[src/hdl/pin_mux_consts.svh]
// Offsets, field positions and reset values of the pin-function selector.
// Assumes inclusion by bare name from the design module and the bench.
`ifndef PIN_MUX_CONSTS_SVH
`define PIN_MUX_CONSTS_SVH

`define ADDR_W          8
`define NPIN            17
`define NPULL           13

`define REG_CTRL_OFF    8'h00
`define REG_DATA_OFF    8'h04
`define REG_DIR_OFF     8'h08
`define REG_PULL_OFF    8'h0C
`define REG_LEVEL_OFF   8'h10
`define REG_STATUS_OFF  8'h14

`define CTRL_EXT_BUS    0
`define CTRL_HOLD       1
`define CTRL_READY      2
`define CTRL_CLKOUT     3
`define CTRL_WAVE_LO    4
`define CTRL_WAVE_HI    5
`define CTRL_W          6

`define PIN_P0_LSB      0
`define PIN_P1_0        8
`define PIN_HOLD_REQ    9
`define PIN_HOLD_ACK    10
`define PIN_READY       11
`define PIN_CLK         12
`define PIN_P9_LSB      13

`define CTRL_RST        6'h00
`define PIN_RST         17'h0_0000
`define RESP_OKAY       2'h0
`define RESP_SLVERR     2'h2

`endif

[src/hdl/pin_mux_pkg.sv]
// Types shared by the pin-function selector.
// Assumes the constants header sits beside it.
package pin_mux_pkg;
	typedef enum logic [2:0] {
		FUNC_GPIO,
		FUNC_BUS,
		FUNC_HOLD_IN,
		FUNC_HOLD_ACK,
		FUNC_READY,
		FUNC_CLK,
		FUNC_WAVE
	} pin_func_t;
endpackage

[src/hdl/bus_port_pin_function_select.sv]
// Pin-function selector for the shared port pins, with an AXI4-Lite slave.
// Assumes pin inputs synchronous to aclk and a pad ring resolving out/oe.
//
// The address map and the AXI4-Lite slave port were chosen for this implementation.
`timescale 1ns/1ps
`include "pin_mux_consts.svh"

module bus_port_pin_function_select (
	// Clock and reset
	input  wire logic                aclk,
	input  wire logic                aresetn,
	// AXI4-Lite slave
	input  wire logic [31:0]         s_axi_awaddr,
	input  wire logic                s_axi_awvalid,
	output logic                     s_axi_awready,
	input  wire logic [31:0]         s_axi_wdata,
	input  wire logic [3:0]          s_axi_wstrb,
	input  wire logic                s_axi_wvalid,
	output logic                     s_axi_wready,
	output logic [1:0]               s_axi_bresp,
	output logic                     s_axi_bvalid,
	input  wire logic                s_axi_bready,
	input  wire logic [31:0]         s_axi_araddr,
	input  wire logic                s_axi_arvalid,
	output logic                     s_axi_arready,
	output logic [31:0]              s_axi_rdata,
	output logic [1:0]               s_axi_rresp,
	output logic                     s_axi_rvalid,
	input  wire logic                s_axi_rready,
	// Internal bus controller side
	input  wire logic [8:0]          bus_ad_out,
	input  wire logic                bus_ad_oe,
	output logic [8:0]               bus_ad_in,
	output logic                     hold_request,
	input  wire logic                hold_grant,
	output logic                     ext_ready,
	input  wire logic [7:0]          wave_in,
	// Pads
	input  wire logic [7:0]          port0_bits_in,
	output logic [7:0]               port0_bits_out,
	output logic [7:0]               port0_bits_oe,
	output logic [7:0]               port0_bits_pullup,
	input  wire logic                port1_bit0_in,
	output logic                     port1_bit0_out,
	output logic                     port1_bit0_oe,
	output logic                     port1_bit0_pullup,
	input  wire logic [3:0]          port3_bits_in,
	output logic [3:0]               port3_bits_out,
	output logic [3:0]               port3_bits_oe,
	output logic [3:0]               port3_bits_pullup,
	input  wire logic [3:0]          port9_bits_in,
	output logic [3:0]               port9_bits_out,
	output logic [3:0]               port9_bits_oe
);

	logic [`CTRL_W-1:0]  ctrl_q, ctrl_d;
	logic [`NPIN-1:0]    data_q, data_d, dir_q, dir_d;
	logic [`NPULL-1:0]   pull_q, pull_d;
	logic [`ADDR_W-1:0]  waddr_q, waddr_d;
	logic [31:0]         wdata_q, wdata_d, rdata_q, rdata_d;
	logic [3:0]          wstrb_q, wstrb_d;
	logic                aw_have_q, aw_have_d, w_have_q, w_have_d;
	logic                bvalid_q, bvalid_d, rvalid_q, rvalid_d;
	logic [1:0]          bresp_q, bresp_d, rresp_q, rresp_d;
	logic [31:0]         wmask;
	logic                aw_hs, w_hs, ar_hs, do_wr;

	logic [`NPIN-1:0]    pin_in, out_q, out_d, oe_q, oe_d;
	logic [8:0]          ad_in_q, ad_in_d;
	logic                hreq_q, hreq_d, rdy_q, rdy_d;
	logic                ext_en, hold_fn, ready_fn, clk_fn, wave_lo, wave_hi;
	logic                single_chip;
	pin_mux_pkg::pin_func_t func [`NPIN];

	assign pin_in = {port9_bits_in, port3_bits_in, port1_bit0_in, port0_bits_in};

	// Function enables from the control register
	assign ext_en      = ctrl_q[`CTRL_EXT_BUS];
	assign single_chip = !ext_en;
	assign hold_fn     = ext_en && ctrl_q[`CTRL_HOLD];
	assign ready_fn    = ext_en && ctrl_q[`CTRL_READY];
	assign clk_fn      = ext_en && ctrl_q[`CTRL_CLKOUT];
	assign wave_lo     = ctrl_q[`CTRL_WAVE_LO];
	assign wave_hi     = ctrl_q[`CTRL_WAVE_HI];

	// AXI4-Lite handshakes
	assign s_axi_awready = !aw_have_q && !bvalid_q;
	assign s_axi_wready  = !w_have_q && !bvalid_q;
	assign s_axi_arready = !rvalid_q;
	assign s_axi_bvalid  = bvalid_q;
	assign s_axi_bresp   = bresp_q;
	assign s_axi_rvalid  = rvalid_q;
	assign s_axi_rresp   = rresp_q;
	assign s_axi_rdata   = rdata_q;

	always_comb begin
		aw_hs     = s_axi_awvalid && s_axi_awready;
		w_hs      = s_axi_wvalid && s_axi_wready;
		ar_hs     = s_axi_arvalid && s_axi_arready;
		waddr_d   = aw_hs ? s_axi_awaddr[`ADDR_W-1:0] : waddr_q;
		wdata_d   = w_hs ? s_axi_wdata : wdata_q;
		wstrb_d   = w_hs ? s_axi_wstrb : wstrb_q;
		aw_have_d = aw_have_q || aw_hs;
		w_have_d  = w_have_q || w_hs;
		do_wr     = aw_have_d && w_have_d && !bvalid_q;
		wmask     = {{8{wstrb_d[3]}}, {8{wstrb_d[2]}}, {8{wstrb_d[1]}}, {8{wstrb_d[0]}}};
		bvalid_d  = bvalid_q && !s_axi_bready;
		bresp_d   = bresp_q;
		ctrl_d    = ctrl_q;
		data_d    = data_q;
		dir_d     = dir_q;
		pull_d    = pull_q;
		if (do_wr) begin
			aw_have_d = 1'b0;
			w_have_d  = 1'b0;
			bvalid_d  = 1'b1;
			bresp_d   = `RESP_OKAY;
			unique case (waddr_d)
				`REG_CTRL_OFF: ctrl_d = (ctrl_q & ~wmask[`CTRL_W-1:0])
					| (wdata_d[`CTRL_W-1:0] & wmask[`CTRL_W-1:0]);
				`REG_DATA_OFF: data_d = (data_q & ~wmask[`NPIN-1:0])
					| (wdata_d[`NPIN-1:0] & wmask[`NPIN-1:0]);
				`REG_DIR_OFF: dir_d = (dir_q & ~wmask[`NPIN-1:0])
					| (wdata_d[`NPIN-1:0] & wmask[`NPIN-1:0]);
				`REG_PULL_OFF: pull_d = (pull_q & ~wmask[`NPULL-1:0])
					| (wdata_d[`NPULL-1:0] & wmask[`NPULL-1:0]);
				`REG_LEVEL_OFF, `REG_STATUS_OFF: bresp_d = `RESP_OKAY;
				default: bresp_d = `RESP_SLVERR;
			endcase
		end
		rvalid_d = rvalid_q && !s_axi_rready;
		rdata_d  = rdata_q;
		rresp_d  = rresp_q;
		if (ar_hs) begin
			rvalid_d = 1'b1;
			rresp_d  = `RESP_OKAY;
			rdata_d  = 32'h0000_0000;
			unique case (s_axi_araddr[`ADDR_W-1:0])
				`REG_CTRL_OFF:   rdata_d[`CTRL_W-1:0] = ctrl_q;
				`REG_DATA_OFF:   rdata_d[`NPIN-1:0] = data_q;
				`REG_DIR_OFF:    rdata_d[`NPIN-1:0] = dir_q;
				`REG_PULL_OFF:   rdata_d[`NPULL-1:0] = pull_q;
				`REG_LEVEL_OFF:  rdata_d[`NPIN-1:0] = pin_in;
				`REG_STATUS_OFF: rdata_d[2:0] = {rdy_q, hold_grant, hreq_q};
				default:         rresp_d = `RESP_SLVERR;
			endcase
		end
	end

	always_ff @(posedge aclk) begin
		if (!aresetn) begin
			ctrl_q    <= `CTRL_RST;
			data_q    <= `PIN_RST;
			dir_q     <= `PIN_RST;
			pull_q    <= 13'h0000;
			waddr_q   <= 8'h00;
			wdata_q   <= 32'h0000_0000;
			wstrb_q   <= 4'h0;
			aw_have_q <= 1'b0;
			w_have_q  <= 1'b0;
			bvalid_q  <= 1'b0;
			bresp_q   <= `RESP_OKAY;
			rvalid_q  <= 1'b0;
			rresp_q   <= `RESP_OKAY;
			rdata_q   <= 32'h0000_0000;
		end else begin
			ctrl_q    <= ctrl_d;
			data_q    <= data_d;
			dir_q     <= dir_d;
			pull_q    <= pull_d;
			waddr_q   <= waddr_d;
			wdata_q   <= wdata_d;
			wstrb_q   <= wstrb_d;
			aw_have_q <= aw_have_d;
			w_have_q  <= w_have_d;
			bvalid_q  <= bvalid_d;
			bresp_q   <= bresp_d;
			rvalid_q  <= rvalid_d;
			rresp_q   <= rresp_d;
			rdata_q   <= rdata_d;
		end
	end

	// Per-pin function selection and pad drive
	always_comb begin
		for (int i = 0; i < `NPIN; i++) begin
			func[i] = pin_mux_pkg::FUNC_GPIO;
		end
		for (int i = 0; i < 9; i++) begin
			if (ext_en) begin
				func[i] = pin_mux_pkg::FUNC_BUS;
			end
		end
		if (hold_fn) begin
			func[`PIN_HOLD_REQ] = pin_mux_pkg::FUNC_HOLD_IN;
			func[`PIN_HOLD_ACK] = pin_mux_pkg::FUNC_HOLD_ACK;
		end else if (wave_hi) begin
			func[`PIN_HOLD_REQ] = pin_mux_pkg::FUNC_WAVE;
			func[`PIN_HOLD_ACK] = pin_mux_pkg::FUNC_WAVE;
		end
		if (ready_fn) begin
			func[`PIN_READY] = pin_mux_pkg::FUNC_READY;
		end else if (wave_hi) begin
			func[`PIN_READY] = pin_mux_pkg::FUNC_WAVE;
		end
		if (clk_fn) begin
			func[`PIN_CLK] = pin_mux_pkg::FUNC_CLK;
		end else if (wave_hi) begin
			func[`PIN_CLK] = pin_mux_pkg::FUNC_WAVE;
		end
		for (int i = `PIN_P9_LSB; i < `NPIN; i++) begin
			if (wave_lo) begin
				func[i] = pin_mux_pkg::FUNC_WAVE;
			end
		end
		for (int i = 0; i < `NPIN; i++) begin
			out_d[i] = 1'b0;
			oe_d[i]  = 1'b0;
			unique case (func[i])
				pin_mux_pkg::FUNC_GPIO: begin
					out_d[i] = data_q[i];
					oe_d[i]  = dir_q[i];
				end
				pin_mux_pkg::FUNC_BUS: begin
					out_d[i] = bus_ad_out[i % 9];
					oe_d[i]  = bus_ad_oe;
				end
				pin_mux_pkg::FUNC_HOLD_ACK: begin
					out_d[i] = hold_grant;
					oe_d[i]  = 1'b1;
				end
				pin_mux_pkg::FUNC_CLK: begin
					out_d[i] = 1'b0;
					oe_d[i]  = 1'b1;
				end
				pin_mux_pkg::FUNC_WAVE: begin
					out_d[i] = wave_in[(i < `PIN_P9_LSB) ? i - `PIN_HOLD_REQ + 4
						: i - `PIN_P9_LSB];
					oe_d[i]  = 1'b1;
				end
				pin_mux_pkg::FUNC_HOLD_IN, pin_mux_pkg::FUNC_READY: begin
					out_d[i] = 1'b0;
					oe_d[i]  = 1'b0;
				end
			endcase
		end
		ad_in_d = pin_in[8:0];
		hreq_d  = hold_fn && pin_in[`PIN_HOLD_REQ];
		rdy_d   = ready_fn ? pin_in[`PIN_READY] : 1'b1;
	end

	always_ff @(posedge aclk) begin
		if (!aresetn) begin
			out_q   <= `PIN_RST;
			oe_q    <= `PIN_RST;
			ad_in_q <= 9'h000;
			hreq_q  <= 1'b0;
			rdy_q   <= 1'b1;
		end else begin
			out_q   <= out_d;
			oe_q    <= oe_d;
			ad_in_q <= ad_in_d;
			hreq_q  <= hreq_d;
			rdy_q   <= rdy_d;
		end
	end

	assign bus_ad_in         = ad_in_q;
	assign hold_request      = hreq_q;
	assign ext_ready         = rdy_q;
	assign port0_bits_out    = out_q[7:0];
	assign port0_bits_oe     = oe_q[7:0];
	assign port1_bit0_out    = out_q[`PIN_P1_0];
	assign port1_bit0_oe     = oe_q[`PIN_P1_0];
	// Clock pin passes the machine clock straight through, not re-registered
	assign port3_bits_out    = {(clk_fn & aclk) | out_q[`PIN_CLK], out_q[11:9]};
	assign port3_bits_oe     = oe_q[12:9];
	assign port9_bits_out    = out_q[16:13];
	assign port9_bits_oe     = oe_q[16:13];
	// Pull-ups only while the pin is in its GPIO role
	assign port0_bits_pullup = single_chip ? pull_q[7:0] : 8'h00;
	assign port1_bit0_pullup = single_chip && pull_q[`PIN_P1_0];
	assign port3_bits_pullup = {pull_q[12] && !clk_fn && !wave_hi,
		pull_q[11] && !ready_fn && !wave_hi,
		pull_q[10:9] & {2{!hold_fn && !wave_hi}}};
endmodule

[config.mk]
export PLATFORM = sky130hd
export DESIGN_NAME = bus_port_pin_function_select
export DESIGN_NICKNAME = d
export VERILOG_FILES = /design/src/hdl/pin_mux_pkg.sv /design/src/hdl/bus_port_pin_function_select.sv
export VERILOG_INCLUDE_DIRS = /design/src /design/src/hdl
export SDC_FILE = /design/constraint.sdc
export NUM_CORES = 1
export LEC_CHECK = 0
export BUFFER_PORTS_ARGS = -buffer_cell sky130_fd_sc_hd__buf_2
export CAP_MARGIN = 20
export CORE_MARGIN = 2
export CORE_UTILIZATION = 35
export CTS_BUF_LIST = sky130_fd_sc_hd__clkbuf_4 sky130_fd_sc_hd__clkbuf_8 sky130_fd_sc_hd__clkbuf_16
export DETAILED_ROUTE_END_ITERATION = 8
export PLACE_DENSITY_LB_ADDON = 0.2
export RECOVER_POWER = 25
export REMOVE_ABC_BUFFERS = 1
export SLEW_MARGIN = 20
export SYNTH_ARGS = -nofsm -noshare
export SYNTH_HDL_FRONTEND = slang
export SYNTH_SLANG_ARGS = --single-unit
[constraint.sdc]
create_clock -name aclk -period 1.85 [get_ports aclk]
set_input_delay 0 -clock aclk [delete_from_list [all_inputs] [get_ports aclk]]
set_output_delay 0 -clock aclk [all_outputs]
set_load 0.005 [all_outputs]
Word level (Yosys, flattened, before mapping)
Cells that the tools add are included.
Word-level totals
  word-level logic and storage cells: 202
  output and inout port bits: 99
  register bits after elaboration: 151
  bits of input ports: 143
Cells by class
  reduce and logical (&&, ||, !) cells: 66
  bitwise logic cells: 18
  muxes and demuxes: 53
  eq/ne operators: 46
Operators by type and width (number)
  $pmux W1 S4: 22
  $pmux W1 S5: 12
  $eq A3 B3 Y1 const B: 18
  $and A17 B17 Y17: 3
  $eq A3 B2 Y1 const B: 12
  $reduce_or A3 Y1: 12
  $or A17 B17 Y17: 2
  $eq A8 B4 Y1 const B: 4
  $eq A8 B5 Y1 const B: 4
  $pmux W7 S4: 1
  $and A13 B13 Y13: 2
  $logic_and A1 B1 Y1: 19
  $eq A3 B1 Y1 const B: 6
  $logic_not A3 Y1: 6
  $pmux W3 S6: 1
  $mux W17: 1
  $not A17 Y17: 1
  $eq A8 B3 Y1 const B: 2
  $logic_not A8 Y1: 2
  $mux W8: 2
  $mux W3: 5
  $pmux W3 S5: 1
  $reduce_or A2 Y1: 7
  $not A13 Y13: 1
  other kinds (16): 37

Depth between registers and ports, before layout
  word-level depth: 7
  depth in mapped cells: 8

==> results.toml <==
[yosys]
syn-cell-area_sq_mm = 0.00640
async_flop_share_pct = 0
synth_cell_types = 52
synthFlopType = "dfxtp_1"
synth_edf_count = 0
postSynthAreaPerCell_sq_um = 9.55
yosys_warnings = 0
ys_ff_latch = 149
synth_cells = 671
synth-seq-area-share_pct = 46.6

[setup_path]
crit_chain = "or4_4 -> nor3_4 -> buf_6 -> buf_6 -> o2111ai_4 -> nand3_1 -> o21ai_1"
required_ns = 2.26
end_kind = "register"
cp_slowest_cell = "or4_4"
cpMostUsedCell = "buf_6"
cp_top_family = "simple AND/OR/NAND/NOR gates"
worstPathArrival_ns = 2.25
path_class = "reg -> reg"
cp_max_fo = 8
cp_num_buf_inv = 2
slowest_delay_ns = 0.54
start_kind = "register"

[job]
drv_cap = 0

[sta]
finClkSkew_ns = 0.00779
max_slew_margin_pct = 65.6
fin_tns_setup_ns = 0
hold_viol = 0
slew_viol_final = 0
period_minus_slack_ns = 1.84
timing.final.crit_share_pct = 99.3
setup_viol = 0
grt_setup_unrepaired = "yes"
max_freq_mhz = 544
tightest_slew_ns = 0.512
hold_slack_ns = 0.0321

[detailed_routing]
final_antenna_net_count = 0
vias = 5601
first_pass_iters = 5
drt_iter0_markers = 311
remaining_drc_errors = 0
avgViaCountPerCell = 4.83
wire_per_inst_um = 16.0
drt_wl_total_um = 18500

[die]
fp.dieW_um = 139
placementRows = 49
start_util_pct = 35.7
dieArea_sq_mm = 0.0194
core-area_sq_mm = 0.0180
die-height_um = 139
pin_count = 242

[placed_design]
port_buffers = 160
place.gp.congestion = 0.788
dpl_cell_area_sq_mm = 0.00748
dp_hpwl_um = 12700

[global_route]
grt_max_degree = 104
grt_usage_pct = 19.0
grt-ovfl-total = 0
antenna_found_initial = 0
grt_pass1_wl_um = 28700
grt_pass1_vias = 5350

[finish]
layout.area.seq_sq_mm = 0.00298
fin_area_sq_mm = 0.00918
final_common_cell = "dfxtp_1"
drive_gt1_share_pct = 32.5
final_cell_mix = "dfxtp_1, buf_2, dlygate4sd3_1"
nets = 1060
area_growth_pct = 43.3
multi_input_area_sq_mm = 0.00309
fillers = 1704
antenna_cells = 0
final_util_pct = 51.1

[clock_network]
clk_pin_slew_ns = 0.06
cts_tree = "built"
clk_latency_ns = 0.53

[min_path]
hp-class = "in -> reg"

[run_status]
outcome = "finished, final reports clean"

[power]
p_per_area_mw_per_mm2 = 903
p_leak_nw = 3.89
max-vdd-ir-drop_uv = 684
## worst reg2reg max path: stages (launching register included)
cell and delay [ns]:
dfxtp_1 0.31, or4_4 0.54, nor3_4 0.14, buf_6 0.16, buf_6 0.13, o2111ai_4 0.20, nand3_1 0.15, o21ai_1 0.07
## cells by family after synthesis
family	after synthesis	share of synthesized area [%]
flip-flops	149	46.6
AND/OR/NAND/NOR	222	18.1
buffers and inverters	94	8.17
AO/OA/AOI/OAI	140	16.5
XOR/XNOR	1	0.137
other	1	0.0585
multiplexers	64	10.5
## power by group
group	internal [W]	leakage, nW	switching, W
clock	0.00268	0.367	0.00136
sequential	0.00330	1.21	0.0000382
combinational	0.000464	2.31	0.000448
total	0.00644	3.89	0.00185
## cell usage after synthesis, drive strengths merged (6+ instances only)
cell type | instances | area, sq um
nor2b | 28 | 175
inv | 20 | 75.1
a221oi | 8 | 70.1
nand2b | 10 | 62.6
mux2 | 24 | 270
nor3b | 8 | 60.1
o2111ai | 6 | 101
o21ai | 61 | 395
dfxtp | 149 | 2980
nand3 | 45 | 225
and2 | 20 | 125
a22oi | 7 | 52.6
mux2i | 40 | 400
a21boi | 19 | 143
clkbuf | 28 | 105
nand2 | 67 | 251
a21oi | 10 | 50.1
o221ai | 7 | 61.3
buf | 46 | 343
nor2 | 22 | 92.6
## what timing repair did
action | in CTS | in global routing
pin swaps | 17 | 8
hold endpoints to repair | 129 | 0
gates resized for setup | 17 | 14
hold buffers | 83 | 0
setup endpoints to repair | 51 | 61
gates cloned | 1 | 0
setup buffers | 1 | 1
## cell type report
type | instances | share of cell area, %
multi-input cells | 445 | 33.7
flip-flops and latches | 149 | 32.5
repair buffers | 280 | 22.0
clock buffers | 27 | 6.20
well taps | 229 | 3.12
clock inverters | 9 | 1.62
inverters | 20 | 0.818
## path summary, 6_finish.rpt
| path | from | to | slack, ns | depth (start not counted) |
|---|---|---|---|---|
| worst max-delay path | waddr_q[7]$_SDFF_PN0_ | register | 0.01 | 7 |
| worst max register to register | waddr_q[7]$_SDFF_PN0_ | register | 0.01 | 7 |
| worst min-delay path | s_axi_araddr[2] | s_axi_rdata[6]$_SDFFE_PN0P_ | 0.03 | 3 |
| worst min register to register | s_axi_rdata[8]$_SDFFE_PN0P_ | s_axi_rdata[8]$_SDFFE_PN0P_ | 0.46 | 2 |
## layer usage
layer	GRT usage, %	wire, um	vias to the layer above
met1	23.6	8090	2612
met5	0	0	-
li1	-	-	2818
met2	32.1	9230	155
met3	4.13	916	16
met4	7.39	279	0
## per-stage QoR
step | setup slack (ns) | total power, W | cells
floorplan | -1.46 | 0.00374 | 613
global placement | -0.0620 | 0.00411 | 1038
detailed placement | -0.0923 | 0.00411 | 1038
CTS | -0.0426 | 0.00834 | 1158
global route | -0.0770 | 0.00859 | 1159
finish | 0.0127 | 0.00829 | 1159
No activity file was read; power rests on OpenSTA's default activity.
